$ cat config.mk
export PLATFORM = sky130hd
export DESIGN_NAME = dfwm_manager
export DESIGN_NICKNAME = d
export VERILOG_FILES = /design/src/design/dfwm_manager.v
export VERILOG_INCLUDE_DIRS = /design/src /design/src/common
export SDC_FILE = /design/constraint.sdc
export NUM_CORES = 1
export LEC_CHECK = 0
export ABC_AREA = 1
export BUFFER_PORTS_ARGS = -buffer_cell sky130_fd_sc_hd__clkbuf_2
export CAP_MARGIN = 0
export CORE_ASPECT_RATIO = 1.5
export CORE_MARGIN = 3
export CORE_UTILIZATION = 50
export DETAILED_ROUTE_END_ITERATION = 16
export GPL_TIMING_DRIVEN = 0
export PLACE_DENSITY = 0.77
export SYNTH_ARGS = -nofsm -noshare
export SYNTH_HDL_FRONTEND = slang
export SYNTH_SLANG_ARGS = --single-unit
$ cat constraint.sdc
create_clock -name clock -period 2.8 [get_ports clock]
set_input_delay 0.28 -clock clock [delete_from_list [all_inputs] [get_ports clock]]
set_output_delay 0.28 -clock clock [all_outputs]
set_load 0.05 [all_outputs]
$ cat src/common/dfwm_map.vh
`ifndef DFWM_MAP_VH
`define DFWM_MAP_VH
// Register offsets (byte addresses, one word each)
`define DFWM_OFF_TRIP_MASK   7'h00
`define DFWM_OFF_WARN_MASK   7'h04
`define DFWM_OFF_CONTROL     7'h08
`define DFWM_OFF_STATUS      7'h0c
`define DFWM_OFF_ACTIVE      7'h10
// Reset values
`define DFWM_TRIP_MASK_RST   16'hffff
`define DFWM_WARN_MASK_RST   16'h0000
`define DFWM_LOGIC_OPT_RST   4'h2
// Reserved mask bits 6 and 7
`define DFWM_USED_BITS       16'hff3f
// Condition groups
`define DFWM_CP_GROUP        16'h003f
`define DFWM_VP_GROUP        16'h7f00
// Control register fields
`define DFWM_CTL_CLEAR       0
`define DFWM_CTL_RESET       1
// Bus sag threshold in volts
`define DFWM_SAG_VOLTS       16'h0096
// Ridethrough window
`define DFWM_RT_LIMIT        4'h5
`define DFWM_RT_WINDOW_S     32'd20
`define DFWM_CLK_HZ          32'd200000000
`define DFWM_RT_WINDOW_CYC   (`DFWM_RT_WINDOW_S * `DFWM_CLK_HZ)
// LED codes
`define DFWM_LED_GREEN       2'h0
`define DFWM_LED_GREEN_FL    2'h1
`define DFWM_LED_RED_FL      2'h2
`define DFWM_LED_RED         2'h3
// Stop types
`define DFWM_STOP_NONE       2'h0
`define DFWM_STOP_COAST      2'h1
`define DFWM_STOP_ILIMIT     2'h2
`define DFWM_STOP_RAMP       2'h3
`endif

$ cat src/design/dfwm_manager.v
// Overview of operation
// - LEDs solid green none, flash green warning, flash red soft pin or bit 15, red hard or other masked trip.
// - Hard fault stops drive until full drive reset.
// - Soft fault stops, latched until condition gone and clear-faults.
// - Warning does not stop; held until condition gone and clear.
// - Faults are announced to operator interface; warnings are not.
// - Faults go to fault queue, warnings to warning queue.
// - Non-configurable faults always trip, no mask applies.
// - Status word shown bits 15..8 upper line, 7..0 lower line.
// - Both masks share bit map, bits 0 to 5 are bus conditions.
// - Bus sag when bus voltage falls more than 150V below tracked reference.
// - Excess ridethrough when more than 5 events in 20 seconds.
// - Open circuit when flux-up current below half of commanded.
// - Bit 8 loop input loss, 9-14 port timeouts, 15 comm errors.
// - Mask bits 6 and 7 are reserved.
// - Condition with trip-mask bit set trips the drive.
// - Trips from bits 0-5 light current LED red and coast.
// - Trips from bits 8-14 light velocity LED red, configured stop.
// - Logic option bits 1,2,3 select coast, current limit, ramp.
// - Warning-only condition flashes current LED green, drive runs.
// - Condition clear in both masks is ignored.
// - Masked port timeout never faults.
// - Operator stop key acts as a clear-faults request.
// - Drive reset clears all; clear-faults clears soft and warnings.
`timescale 1ns/1ps
`include "dfwm_map.vh"
module dfwm_manager #(
   parameter        VW         = 16,
   parameter [31:0] RT_WINDOW  = `DFWM_RT_WINDOW_CYC
)(
   input  wire          clock,
   input  wire          srst,
   input  wire          clk_en,
   input  wire [4:0]    avs_address,
   input  wire          avs_read,
   input  wire          avs_write,
   input  wire [31:0]   avs_writedata,
   input  wire [3:0]    avs_byteenable,
   output reg  [31:0]   avs_readdata,
   output wire          avs_waitrequest,
   input  wire [VW-1:0] bus_voltage,
   input  wire [VW-1:0] bus_reference,
   input  wire [VW-1:0] flux_current,
   input  wire [VW-1:0] flux_command,
   input  wire          flux_check,
   input  wire          ridethrough_event,
   input  wire [15:0]   cond_in,
   input  wire          hard_fault_in,
   input  wire          soft_fault_in,
   input  wire          stop_key,
   input  wire          clear_faults_in,
   input  wire          drive_reset_in,
   output reg  [1:0]    current_processor_led,
   output reg  [1:0]    velocity_processor_led,
   output reg           drive_stop,
   output reg  [1:0]    stop_type,
   output reg           oim_fault_announce,
   output reg           fault_queue_push,
   output reg           warn_queue_push,
   output reg  [15:0]   queue_bits,
   output reg  [7:0]    display_upper,
   output reg  [7:0]    display_lower
);

   reg  [15:0] trip_mask_reg;
   reg  [15:0] warn_mask_reg;
   reg  [3:0]  logic_opt_reg;
   reg  [15:0] soft_reg;
   reg  [15:0] warn_reg;
   reg         hard_reg;
   reg         ext_soft_reg;
   reg  [15:0] sync1_reg;
   reg  [15:0] sync2_reg;
   reg  [4:0]  ctl_sync1_reg;
   reg  [4:0]  ctl_sync2_reg;
   reg  [4:0]  ctl_prev_reg;
   reg         hard_prev_reg;
   reg         soft_prev_reg;
   reg  [31:0] rt_timer_reg;
   reg  [3:0]  rt_count_reg;
   reg         rt_over_reg;
   reg         rd_done_reg;
   reg         sw_clear_reg;
   reg         sw_reset_reg;

   wire [15:0] cond_all;
   wire [15:0] trips;
   wire [15:0] warns;
   wire [15:0] new_trip;
   wire [15:0] new_warn;
   wire [VW:0] sag_level;
   wire        sag;
   wire        open_ckt;
   wire        rt_pulse;
   wire        clear_req;
   wire        reset_req;
   wire        hard_rise;
   wire        soft_rise;
   wire        wr_hit;
   wire        rd_hit;

   // Sag: voltage plus threshold below reference; bus voltage and flux
   // values come from logic on this clock and need no synchroniser
   assign sag_level = {1'b0, bus_voltage}
                    + {{(VW+1-16){1'b0}}, `DFWM_SAG_VOLTS};
   assign sag       = sag_level < {1'b0, bus_reference};
   // Open circuit: twice measured below commanded
   assign open_ckt  = flux_check
                    & ({flux_current, 1'b0} < {1'b0, flux_command});

   // Assemble condition vector; reserved bits forced low. Bit 2 of the
   // synchroniser carries the soft fault pin, so bus sag takes its place
   assign cond_all = {sync2_reg[15:8], 2'b00,
                      open_ckt, rt_over_reg, sync2_reg[3],
                      sag, sync2_reg[1:0]}
                     & `DFWM_USED_BITS;

   // Trip has priority over warning; neither bit means ignore
   assign trips = cond_all & trip_mask_reg;
   assign warns = cond_all & warn_mask_reg & ~trip_mask_reg;

   // Announce and push only bits that were not latched yet
   assign new_trip = trips & ~(soft_reg);
   assign new_warn = warns & ~(warn_reg);

   // Rising-edge detectors on the synchronised command pins
   assign rt_pulse  = ctl_sync2_reg[4] & ~ctl_prev_reg[4];
   assign clear_req = (ctl_sync2_reg[0] & ~ctl_prev_reg[0]) | sw_clear_reg
                    | (ctl_sync2_reg[1] & ~ctl_prev_reg[1]);
   assign reset_req = (ctl_sync2_reg[2] & ~ctl_prev_reg[2]) | sw_reset_reg;
   assign hard_rise = ctl_sync2_reg[3] & ~hard_prev_reg;
   assign soft_rise = sync2_reg[2] & ~soft_prev_reg;

   // Access acted on in its wait-state cycle; the master still holds it
   // then, and readdata stands when waitrequest drops
   assign wr_hit = avs_write & ~rd_done_reg;
   assign rd_hit = avs_read & ~rd_done_reg;
   // One wait state on every access
   assign avs_waitrequest = (avs_read | avs_write) & ~rd_done_reg;

   // Two-flop synchronisers for pin inputs
   always @(posedge clock)
   begin
      if (srst)
      begin
         sync1_reg     <= 16'h0000;
         sync2_reg     <= 16'h0000;
         ctl_sync1_reg <= 5'h00;
         ctl_sync2_reg <= 5'h00;
      end
      else if (clk_en)
      begin
         sync1_reg     <= {cond_in[15:3], soft_fault_in, cond_in[1:0]};
         sync2_reg     <= sync1_reg;
         // Command and ridethrough pins share one five-bit synchroniser
         ctl_sync1_reg <= {ridethrough_event, hard_fault_in,
                           drive_reset_in, stop_key, clear_faults_in};
         ctl_sync2_reg <= ctl_sync1_reg;
      end
   end

   // Ridethrough counter over a sliding-restart window
   // The window opens at the first event and closes when it runs out until the next event,
   // so a burst that straddles two windows can go unflagged
   always @(posedge clock)
   begin
      if (srst)
      begin
         rt_timer_reg <= 32'h00000000;
         rt_count_reg <= 4'h0;
         rt_over_reg  <= 1'b0;
      end
      else if (clk_en)
      begin
         if (rt_count_reg != 4'h0 && rt_timer_reg >= RT_WINDOW - 1)
         begin
            rt_timer_reg <= 32'h00000000;
            rt_count_reg <= rt_pulse ? 4'h1 : 4'h0;
         end
         else
         begin
            if (rt_count_reg != 4'h0)
               rt_timer_reg <= rt_timer_reg + 32'h00000001;
            if (rt_pulse && rt_count_reg != 4'hf)
               rt_count_reg <= rt_count_reg + 4'h1;
         end
         rt_over_reg <= rt_count_reg > `DFWM_RT_LIMIT;
      end
   end

   // Fault, warning and hard latches
   always @(posedge clock)
   begin
      if (srst)
      begin
         soft_reg      <= 16'h0000;
         warn_reg      <= 16'h0000;
         hard_reg      <= 1'b0;
         ext_soft_reg  <= 1'b0;
         ctl_prev_reg  <= 5'h00;
         hard_prev_reg <= 1'b0;
         soft_prev_reg <= 1'b0;
      end
      else if (clk_en)
      begin
         ctl_prev_reg  <= ctl_sync2_reg;
         hard_prev_reg <= ctl_sync2_reg[3];
         soft_prev_reg <= sync2_reg[2];
         // Clear releases only conditions that are gone; set wins
         // A condition still present is latched again at once
         if (reset_req)
         begin
            soft_reg     <= trips;
            warn_reg     <= warns;
            ext_soft_reg <= sync2_reg[2];
         end
         else if (clear_req)
         begin
            soft_reg     <= trips;
            warn_reg     <= warns;
            ext_soft_reg <= sync2_reg[2];
         end
         else
         begin
            soft_reg     <= soft_reg | trips;
            warn_reg     <= warn_reg | warns;
            ext_soft_reg <= ext_soft_reg | sync2_reg[2];
         end
         // Hard fault ignores masks and clear-faults
         // and wins over a drive reset in the same cycle
         if (hard_rise || ctl_sync2_reg[3])
            hard_reg <= 1'b1;
         else if (reset_req)
            hard_reg <= 1'b0;
      end
   end

   // Stop reaction, LEDs, announcements and queue pushes
   always @(posedge clock)
   begin
      if (srst)
      begin
         drive_stop             <= 1'b0;
         stop_type              <= `DFWM_STOP_NONE;
         current_processor_led  <= `DFWM_LED_GREEN;
         velocity_processor_led <= `DFWM_LED_GREEN;
         oim_fault_announce     <= 1'b0;
         fault_queue_push       <= 1'b0;
         warn_queue_push        <= 1'b0;
         queue_bits             <= 16'h0000;
      end
      else if (clk_en)
      begin
         drive_stop <= hard_reg | ext_soft_reg | (|soft_reg);
         // Hard faults and current-group trips coast; other faults use configured stop
         if (hard_reg || (soft_reg & `DFWM_CP_GROUP) != 16'h0000)
            stop_type <= `DFWM_STOP_COAST;
         else if ((soft_reg & `DFWM_VP_GROUP) != 16'h0000 ||
                  soft_reg[15] || ext_soft_reg)
         begin
            // Lowest set option bit wins; none set falls back to coast
            if (logic_opt_reg[1])
               stop_type <= `DFWM_STOP_COAST;
            else if (logic_opt_reg[2])
               stop_type <= `DFWM_STOP_ILIMIT;
            else if (logic_opt_reg[3])
               stop_type <= `DFWM_STOP_RAMP;
            else
               stop_type <= `DFWM_STOP_COAST;
         end
         else
            stop_type <= `DFWM_STOP_NONE;
         // Current processor LED
         if (hard_reg || (soft_reg & `DFWM_CP_GROUP) != 16'h0000)
            current_processor_led <= `DFWM_LED_RED;
         else if (ext_soft_reg)
            current_processor_led <= `DFWM_LED_RED_FL;
         else if ((warn_reg & `DFWM_USED_BITS) != 16'h0000)
            current_processor_led <= `DFWM_LED_GREEN_FL;
         else
            current_processor_led <= `DFWM_LED_GREEN;
         // Velocity processor LED
         // Bit 15 alone flashes the velocity lamp red
         if (hard_reg || (soft_reg & `DFWM_VP_GROUP) != 16'h0000)
            velocity_processor_led <= `DFWM_LED_RED;
         else if (soft_reg[15])
            velocity_processor_led <= `DFWM_LED_RED_FL;
         else
            velocity_processor_led <= `DFWM_LED_GREEN;
         // Events: faults announced and queued, warnings only queued
         oim_fault_announce <= (|new_trip) | hard_rise | soft_rise;
         fault_queue_push   <= (|new_trip) | hard_rise | soft_rise;
         warn_queue_push    <= |new_warn;
         if ((|new_trip) | (|new_warn))
            queue_bits <= new_trip | new_warn;
      end
   end

   // Register bus slave
   always @(posedge clock)
   begin
      if (srst)
      begin
         trip_mask_reg  <= `DFWM_TRIP_MASK_RST;
         warn_mask_reg  <= `DFWM_WARN_MASK_RST;
         logic_opt_reg  <= `DFWM_LOGIC_OPT_RST;
         rd_done_reg    <= 1'b0;
         sw_clear_reg   <= 1'b0;
         sw_reset_reg   <= 1'b0;
         avs_readdata   <= 32'h00000000;
         display_upper  <= 8'h00;
         display_lower  <= 8'h00;
      end
      else if (clk_en)
      begin
         // Done flag ends each access after its single wait state
         rd_done_reg  <= (avs_read | avs_write) & ~rd_done_reg;
         sw_clear_reg <= 1'b0;
         sw_reset_reg <= 1'b0;
         // Mask bits 6 and 7 always write as zero
         if (wr_hit)
         begin
            if ({avs_address, 2'b00} == `DFWM_OFF_TRIP_MASK)
            begin
               if (avs_byteenable[0])
                  trip_mask_reg[7:0] <= avs_writedata[7:0] & 8'h3f;
               if (avs_byteenable[1])
                  trip_mask_reg[15:8] <= avs_writedata[15:8];
            end
            else if ({avs_address, 2'b00} == `DFWM_OFF_WARN_MASK)
            begin
               if (avs_byteenable[0])
                  warn_mask_reg[7:0] <= avs_writedata[7:0] & 8'h3f;
               if (avs_byteenable[1])
                  warn_mask_reg[15:8] <= avs_writedata[15:8];
            end
            // Control: byte 0 strobes clear and reset, byte 1 logic options
            else if ({avs_address, 2'b00} == `DFWM_OFF_CONTROL)
            begin
               if (avs_byteenable[0])
               begin
                  sw_clear_reg <= avs_writedata[`DFWM_CTL_CLEAR];
                  sw_reset_reg <= avs_writedata[`DFWM_CTL_RESET];
               end
               if (avs_byteenable[1])
                  logic_opt_reg <= avs_writedata[11:8];
            end
         end
         if (rd_hit)
         begin
            if ({avs_address, 2'b00} == `DFWM_OFF_TRIP_MASK)
               avs_readdata <= {16'h0000, trip_mask_reg};
            else if ({avs_address, 2'b00} == `DFWM_OFF_WARN_MASK)
               avs_readdata <= {16'h0000, warn_mask_reg};
            else if ({avs_address, 2'b00} == `DFWM_OFF_CONTROL)
               avs_readdata <= {20'h00000, logic_opt_reg, 8'h00};
            // Status: warnings in the high half, latched trips in the low
            else if ({avs_address, 2'b00} == `DFWM_OFF_STATUS)
               avs_readdata <= {warn_reg, soft_reg};
            // Active: live conditions with the stop, hard and soft latches
            else if ({avs_address, 2'b00} == `DFWM_OFF_ACTIVE)
               avs_readdata <= {13'h0000, ext_soft_reg, hard_reg,
                                drive_stop, cond_all};
            // Unmapped offsets read as zero
            else
               avs_readdata <= 32'h00000000;
         end
         // Display split: high byte upper line, low byte lower line
         display_upper <= soft_reg[15:8];
         display_lower <= soft_reg[7:0];
      end
   end

endmodule

---- Word level (Yosys, flattened, before mapping) ----
Index checks and enable logic that the tools add are counted.
operators by class
  mux-type cells .......................... 38
  reduce and logical (&&, ||, !) cells .... 28
  eq/ne operators ......................... 5
  order comparisons ....................... 4
  bitwise gates (word level) .............. 40
  add/subtract/negate cells ............... 3
operators by type and width
  cell                     count
  $mux W32                 6
  $and A16 B16 Y16         5
  $mux W16                 4
  $not A16 Y16             3
  $or A16 B16 Y16          3
  $reduce_bool A16 Y1      3
  $reduce_or A16 Y1        3
  $lt A17 B16 Y1           2
  $add A32 B1 Y32 const B  1
  $ge A32 B32 Y1 const B   1
  $mux W19                 1
  $mux W2                  9
  $add A16 B8 Y17 const B  1
  $mux W1                  16
  $and A1 B1 Y1            10
  $eq A5 B2 Y1 const B     2
  $or A1 B1 Y1             10
  $reduce_and A2 Y1        5
  $reduce_and A5 Y1        2
  $not A1 Y1               9
  $mux W4                  2
  $reduce_and A4 Y1        2
  $reduce_and A6 Y1        1
  $reduce_bool A2 Y1       3
  9 further kinds          14
storage, ports and cells
  register bits after elaboration ......... 230
  word-level logic and storage cells ...... 150

---- Longest topological paths before layout ----
Gate-level depths: netlist of run 1.
  word-level depth ........................ 8
  depth in mapped cells ................... 23

---- Least setup slack after synthesis of run 1 ----
No wires, ideal clock.
  path type ............................... input -> register
  from .................................... input port bus_voltage[1]
  to ...................................... register queue_bits[9]
  buffers on the path ..................... 2
  stages .................................. 22
  path slack .............................. -0.141 ns
  required time ........................... 2.687 ns
  arrival time ............................ 2.828 ns
  path through ............................ inv_1 ha_1 o21ai_1 nand2_1 a21boi_1 nand2_1 nor2_1 nand4_1 xnor2_1 ha_1 inv_1 o211ai_1 inv_2 nand2_1 nor2_4 nand4_2 nand2_1 nand2_2 buf_6 buf_8 a21oi_2 nor2_1
on the way
  cells in the longest elaborated chain, start to end .. 8
ends and longest elaborated chain
  what                            RTL line            source
  start: declaration              dfwm_manager.v:41   input wire [VW-1:0] bus_voltage,
  $add A16 B8 Y17 *               dfwm_manager.v:104  assign sag_level = {1'b0, bus_voltage}
  $lt A17 B16 Y1 *                dfwm_manager.v:106  assign sag = sag_level < {1'b0, bus_reference};
  $and A16 B16 Y16 (2 in series)  dfwm_manager.v:120  assign warns = cond_all & warn_mask_reg & ~trip_mask_reg;
  $and A16 B16 Y16                dfwm_manager.v:124  assign new_warn = warns & ~(warn_reg);
  $reduce_or A16 Y1               dfwm_manager.v:294  if ((|new_trip) | (|new_warn))
  $or A1 B1 Y1 *                  dfwm_manager.v:294
  $reduce_and A2 Y1 (no line) *   n/a
  end signal: assignment          dfwm_manager.v:295  queue_bits <= new_trip | new_warn;
  end: declaration                dfwm_manager.v:60   output reg [15:0] queue_bits,
Mark *: on every way between the ends. The rest lies on a longest branch, timed or not.
A chain may end at the register's enable or synchronous reset.

---- Final worst setup path of run 1 ----
  from .................................... input port bus_voltage[2]
  to ...................................... register queue_bits[11]
The elaborated chain is that of the path after synthesis.

==> results of run 1 <==
## layout make-up
type	count	area [um2]	share of cell area, %
Multi-Input combinational cell	1008	5280	42.1
Sequential cell	210	4200	33.5
Timing Repair Buffer	195	1070	8.51
Inverter	167	632	5.04
Clock buffer	32	617	4.92
Buffer	65	343	2.73
Tap cell	260	325	2.59
Clock inverter	4	73.8	0.589
## final timing paths
check | to | slack [ns] | depth (start not counted)
max | queue_bits[11]$_SDFFE_PP0P_ | 0.17 | 23
min | ctl_sync1_reg[2]$_SDFFE_PP0P_ | 0.007 | 3
max reg2reg | rt_timer_reg[27]$_SDFFE_PP0P_ | 0.38 | 13
min reg2reg | trip_mask_reg[6]$_SDFFE_PP1P_ | 0.46 | 2
## cells in the mapped netlist (2+ instances only)
master / instances / area, um2
a31oi_1: 6 / 37.5
buf_6: 3 / 33.8
o21ai_1: 4 / 20.0
nor3_2: 3 / 30.0
o21ai_0: 92 / 460
dfxtp_1: 210 / 4200
a221oi_1: 6 / 52.6
buf_1: 4 / 15.0
nand4_2: 2 / 25.0
nor4_1: 10 / 62.6
nor4_2: 2 / 25.0
xnor2_1: 6 / 52.6
and3_1: 2 / 12.5
inv_2: 13 / 48.8
nand3_1: 66 / 330
o2111ai_1: 7 / 61.3
o211a_1: 2 / 20.0
buf_4: 8 / 60.1
buf_2: 9 / 45.0
o22ai_1: 21 / 131
nor3_1: 31 / 155
o211ai_1: 19 / 143
a21oi_1: 119 / 596
a211oi_1: 3 / 22.5
clkinv_1: 4 / 15.0
nand2_1: 279 / 1050
o221ai_1: 2 / 17.5
xor2_1: 22 / 193
nand2_2: 4 / 25.0
clkbuf_1: 40 / 150
nand4_1: 27 / 169
a21oi_2: 10 / 87.6
nand3_2: 8 / 80.1
nand2_4: 2 / 22.5
inv_1: 150 / 563
nor2_1: 198 / 743
ha_1: 35 / 438
nor2_2: 4 / 25.0
## kinds of logic (layout without fill, tap and decap cells)
group | after synthesis | count (layout) | share of synthesized area (%)
adders and majority gates | 35 | 35 | 4.24
xor gates and xnor gates | 28 | 28 | 2.37
AOI/OAI and AO/OA | 298 | 298 | 16.5
other | 1 | 4 | 0.0363
and+or+nand+nor | 643 | 643 | 27.0
buffers and inverters | 232 | 463 | 9.15
DFF | 210 | 210 | 40.7
## power by group through the flow
| stage | logic (uW) | registers, uW | clock network (uW) |
|---|---|---|---|
| after floorplan | 494 | 3350 | 0 |
| after global placement | 918 | 3230 | 0 |
| after detailed placement | 935 | 3230 | 0 |
| after CTS | 943 | 3160 | 2890 |
| after global routing | 1080 | 3180 | 2990 |
| final | 982 | 3170 | 2870 |
## layer usage
metal | up-vias | track usage [%] | part of all wire, %
met1 | 4756 | 31.3 | 36
met5 | - | 0 | 0
met2 | 463 | 50.1 | 51
li1 | 5232 | - | -
met3 | 105 | 4.28 | 8.5
met4 | 0 | 13.2 | 5.0
## placed cells by master (no fill, tap or decap), drive strengths merged, types with 34 or more instances in the layout
cell and instances:
dfxtp 210, nor2 203, ha 35, nor3 34, a21oi 129, nand3 74
nand2 285, inv 163, clkbuf 249, buf 42, o21ai 96
## through the flow
step	hold slack [ns]	instance area [um2]	cells	util [%]
floorplan	0.410	10400	1450	-
finish	0.00677	12500	1941	62.6
global placement	0.431	11600	1887	57.9
global route	0.0162	12500	1941	62.6
CTS	0.00480	12300	1924	61.4
detailed placement	0.440	11600	1887	57.9
## repair_timing
action | 4_1_cts | 5_1_grt
endpoints found under the hold margin | 1 | 0
buffers inserted | 0 | 15
hold buffers | 1 | 0
setup endpoints to repair | 0 | 15
resized for setup | 0 | 20
## worst reg2reg max path, stage by stage (launching register included)
cell and delay (ns):
dfxtp_1 0.38, inv_1 0.09, ha_1 0.22, nand3_2 0.12, nand2_4 0.10, nor2_2 0.16
nand2_1 0.10, nor2_2 0.16, nand2_1 0.14, nor3_2 0.27, and3_1 0.27, nand2_1 0.08
xor2_1 0.14, nor2_1 0.05
==> results.tsv, run 1 <==
metric	value	unit
place_hpwl	25100	um
drcViolationCount	0	
comb_power_share	14.0	%
p_switching	1920	uW
hold_viol	0	
fin_skew	0.00809	ns
antenna_found_initial	0	
worst_hold_path_type	in2reg	
htree_levels	1	
final.period_utilization	93.8	%
swShare	27.4	%
die_h	182	um
vias	10600	
cts_buffers	21	
crit_family	simple AND/OR/NAND/NOR gates	
cp.required	3.19	ns
seqPwrFrac	45.1	%
finalCriticalPeriod	2.63	ns
viasPerCell	5.44	
cts_tree	done	
synth_edf_count	0	
syn_area_per_cell	7.14	um2
mappedNetlistArea	10300	um2
floorplan.initialDensity	51.6	%
die_w	123	um
ant_nets	0	
die_area	22500	um2
largest_reg_flops	32	
slowest_stage	ha_1	
vdd_drop_max	0.383	mV
worst_pin_slew	0.957	ns
yosys_most_used_dff	dfxtp_1	
end_kind	flop	
p_per_area	560	nW/um2
pwr-share-clk	40.9	%
max-clock-path-buffers	3	
area_growth	21.3	%
port_buffers	177	
fmax	381	MHz
arrival	3.02	ns
gp_congestion	0.954	
rows	63	
first_pass_iters	8	
tns	0	ns
first_iter_violations	858	
drv_slew	0	
wl_per_cell	16.8	um
r2r_start	rt_count_reg[0]$_SDFFE_PP0P_	
synth_seq_area_share	40.7	%
synth-seq-cells	210	
yosys_warnings	0	
internal_power	5100	uW
grt_max_degree	15	
final_nets	1836	
preCtsSetupSlack	-0.479	ns
grt_usage	27.8	%
drive_above_1_share	18.3	%
nFillCells	1872	
path_cells	buf_4, inv_4, ha_4, o21ai_4, nand2_2, a21boi_2, nand2_1, nor2_2, and3_1, xor2_1, ha_1, nand2_1, inv_1, nand4_1, nor2_1, nor2_4, nand4_2, nand2_1, nand2_2, buf_8, clkbuf_16, a21oi_2, nor2_1	
status	finished, final reports clean	
slowest_delay	0.26	ns
insertion_delay	0.50	ns
setup_viol	0	
synthCells	1447	
total_power	7020	uW
crit_top_cell	nand2_1	
cp-start-kind	primary input	
grt_pass1_vias	9950	
clk_pin_slew_worst_paths	0.06	ns
critPathKind	in2reg	
clk_root_buffer_cell	clkbuf_16	
setup_ws	0.174	ns
cp_num_buf_inv	5	
hold_start	drive_reset_in	
pin_count	208	
yosysUniqueCellTypes	52	
synthArstFlopShare	0	%
slew_headroom	35.7	%
diodes	0	
drt-total-wl	32500	um
cp_max_fo	5	
startpoint	bus_voltage[2]	
cts.sinks	210	
drv_cap	0	
grt_overflow_total	0	
core	20000	um2
grt_pass1_wl	49700	um
leakagePower	0.00552	uW
(Power assumes the default switching activity.)
==> run 2, diff against run 1 <==
--- a/config.mk
+++ b/config.mk
@@ -6,7 +6,6 @@
 export SDC_FILE = /design/constraint.sdc
 export NUM_CORES = 1
 export LEC_CHECK = 0
-export ABC_AREA = 1
 export BUFFER_PORTS_ARGS = -buffer_cell sky130_fd_sc_hd__clkbuf_2
 export CAP_MARGIN = 0
 export CORE_ASPECT_RATIO = 1.5
==> results.tsv, run 2 <==
metric	value	unit
synthCells	1143	
yosys_most_used_dff	dfxtp_1	
yosysMostFrequentCell	dfxtp_1	
grt_pass1_vias	8951	
cts_buffers	21	
viasPerCell	5.83	
yosysTopAreaCellShare	42.1	%
comb_power_share	12.5	%
violations	setup timing	
yosys_warnings	0	
yosysTopAreaCell	dfxtp_1	
critPathKind	in2reg	
slowest_delay	0.33	ns
clk_pin_slew_worst_paths	0.06	ns
layout_common_cells	dfxtp_1, nor2_1, clkbuf_2	
hold_start	soft_fault_in	
arrival	3.22	ns
end_kind	flop	
worst_pin_slew	1.03	ns
final_nets	1521	
synth_seq_area_share	42.1	%
place_hpwl	23500	um
startpoint	bus_voltage[1]	
ff2ff_setup_slack	0.21	ns
floorplan.initialDensity	51.5	%
diodes	0	
crit_top_cell	nand3_2	
synth_edf_count	0	
cp.required	3.22	ns
mappedNetlistArea	9990	um2
hold_viol	0	
grt_overflow_total	0	
nFillCells	1714	
die_w	121	um
fin_skew	0.0142	ns
cts-hold-fix-buffers	0	
syn_area_per_cell	8.74	um2
rows	62	
die_h	179	um
slowest_stage	ha_1	
synth_area_leaders	dfxtp_1, mux2i_1, nor2_1	
worst_hold_path_type	in2reg	
synth-seq-cells	210	
worstReg2RegEnd	rt_timer_reg[30]$_SDFFE_PP0P_	
vias	9461	
fmax	357	MHz
cts_tree	done	
first_pass_iters	9	
drt-total-wl	31400	um
grt_setup_unrepaired	true	
cp_max_fo	5	
cts.sinks	210	
dr.max_layer_used	met4	
finalCriticalPeriod	2.80	ns
largest_reg_flops	32	
setup_viol	1	
hold_slack	0.0299	ns
ant_nets	0	
grt_usage	27.5	%
status	finished with violations	
gp_congestion	0.969	
cp-start-kind	primary input	
final.period_utilization	100	%
core	19400	um2
tns	-0.00233	ns
worstRegToRegCells	9	
route.met2.wl	15600	um
first_iter_violations	1054	
slew_headroom	31.6	%
synthTopCellsByCount	dfxtp_1, nor2_1, mux2i_1	
drv_slew	0	
die_area	21800	um2
antenna_found_initial	0	
insertion_delay	0.50	ns
drive_above_1_share	19.2	%
r2r_start	rt_count_reg[0]$_SDFFE_PP0P_	
p_switching	1760	uW
grt_pass1_wl	47100	um
internal_power	5050	uW
path_cells	buf_8, inv_8, ha_4, nor2b_4, o211ai_1, inv_1, o2111a_2, nand3_2, xnor2_2, ha_1, a211oi_2, o21bai_1, a311oi_2, nand3_2, o2bb2ai_2, nand2b_4, clkbuf_16, mux2i_1	
pwr-share-clk	41.8	%
wl_met1	11500	um
setup_ws	-0.00233	ns
wl_per_cell	19.4	um
port_buffers	177	
pin_count	208	
p_per_area	562	nW/um2
htree_levels	1	
drv_cap	0	
worstHoldEndpoint	sync1_reg[2]$_SDFFE_PP0P_	
clk_root_buffer_cell	clkbuf_16	
seqPwrFrac	45.7	%
drcViolationCount	0	
synthArstFlopShare	0	%
yosysUniqueCellTypes	70	
area_growth	21.0	%
whs_path_depth	3	
final_common_cell	dfxtp_1	
swShare	25.8	%
route.met3.wl	2310	um
max-clock-path-buffers	3	
vdd_drop_max	0.448	mV
grt_max_degree	15	
total_power	6800	uW
leakagePower	0.00528	uW
[run 2: cell types whose count changed after synthesis, moves of 31 or more]
cell     delta
inv_1      -98
a21oi_1    -70
o21ai_0    -71
nand2_1   -198
nand3_1    -31
mux2i_1    +99
[run 2: per-layer routing]
metal | global-route usage, % | vias up
li1 | - | 4435
met1 | 31.0 | 4428
met2 | 49.0 | 481
met3 | 4.10 | 117
met4 | 15.7 | 0
met5 | 0 | -
[run 2: logic make-up after synthesis]
| group | Yosys count | share of synthesized area, % |
|---|---|---|
| adders and majority gates | 35 | 4.38 |
| and+or+nand+nor | 461 | 22.5 |
| muxes | 100 | 10.0 |
| DFF | 210 | 42.1 |
| other | 1 | 0.0375 |
| AOI/OAI and AO/OA | 175 | 12.2 |
| buffers and inverters | 116 | 4.83 |
| xor gates and xnor gates | 45 | 3.94 |
[run 2: how the worst max path moves through the flow]
stage / end
floorplan: queue_bits[14]$_SDFFE_PP0P_
global placement: queue_bits[8]$_SDFFE_PP0P_
detailed placement: queue_bits[0]$_SDFFE_PP0P_
CTS: queue_bits[1]$_SDFFE_PP0P_
global route: queue_bits[4]$_SDFFE_PP0P_
finish: queue_bits[8]$_SDFFE_PP0P_
[run 2: through the flow]
step | util, % | area (um2) | instances | setup WS (ns)
floorplan | - | 10100 | 1146 | -0.208
global placement | 58.1 | 11300 | 1579 | -0.970
detailed placement | 58.1 | 11300 | 1579 | -1.01
CTS | 62.0 | 12000 | 1620 | -0.0126
global route | 62.4 | 12100 | 1623 | -0.149
finish | 62.4 | 12100 | 1623 | -0.00233
[run 2: what timing repair did]
item / in CTS / in global routing
setup endpoints to repair: 16 / 15
cloned: 0 / 1
pin swaps: 5 / 1
resized for setup: 10 / 9
buffers inserted: 4 / 2
[run 2: critical path, delay by kind of cell]
family / cells / cell delay, ns
simple gates: 4 / 0.62
xor+xnor: 1 / 0.16
mux: 1 / 0.18
fa+ha+maj: 2 / 0.48
compound gates: 6 / 1.11
buf+inv: 4 / 0.38
[run 2: final cells by class]
| cell class | instances | area, um2 | share of cell area (%) |
|---|---|---|---|
| buffer | 62 | 289 | 2.39 |
| clock buffer | 33 | 651 | 5.38 |
| clock inverter | 4 | 45.0 | 0.372 |
| inverter | 54 | 223 | 1.84 |
| multi-input combinational | 820 | 5380 | 44.5 |
| sequential | 210 | 4200 | 34.8 |
| tap | 256 | 320 | 2.65 |
| timing repair buffer | 184 | 981 | 8.11 |
[run 2: power by group through the flow]
stage	logic [uW]	clock network [uW]	registers [uW]
global placement	779	0	3170
global route	914	2960	3110
finish	849	2840	3110
floorplan	430	0	3240
CTS	819	2850	3110
detailed placement	792	0	3170
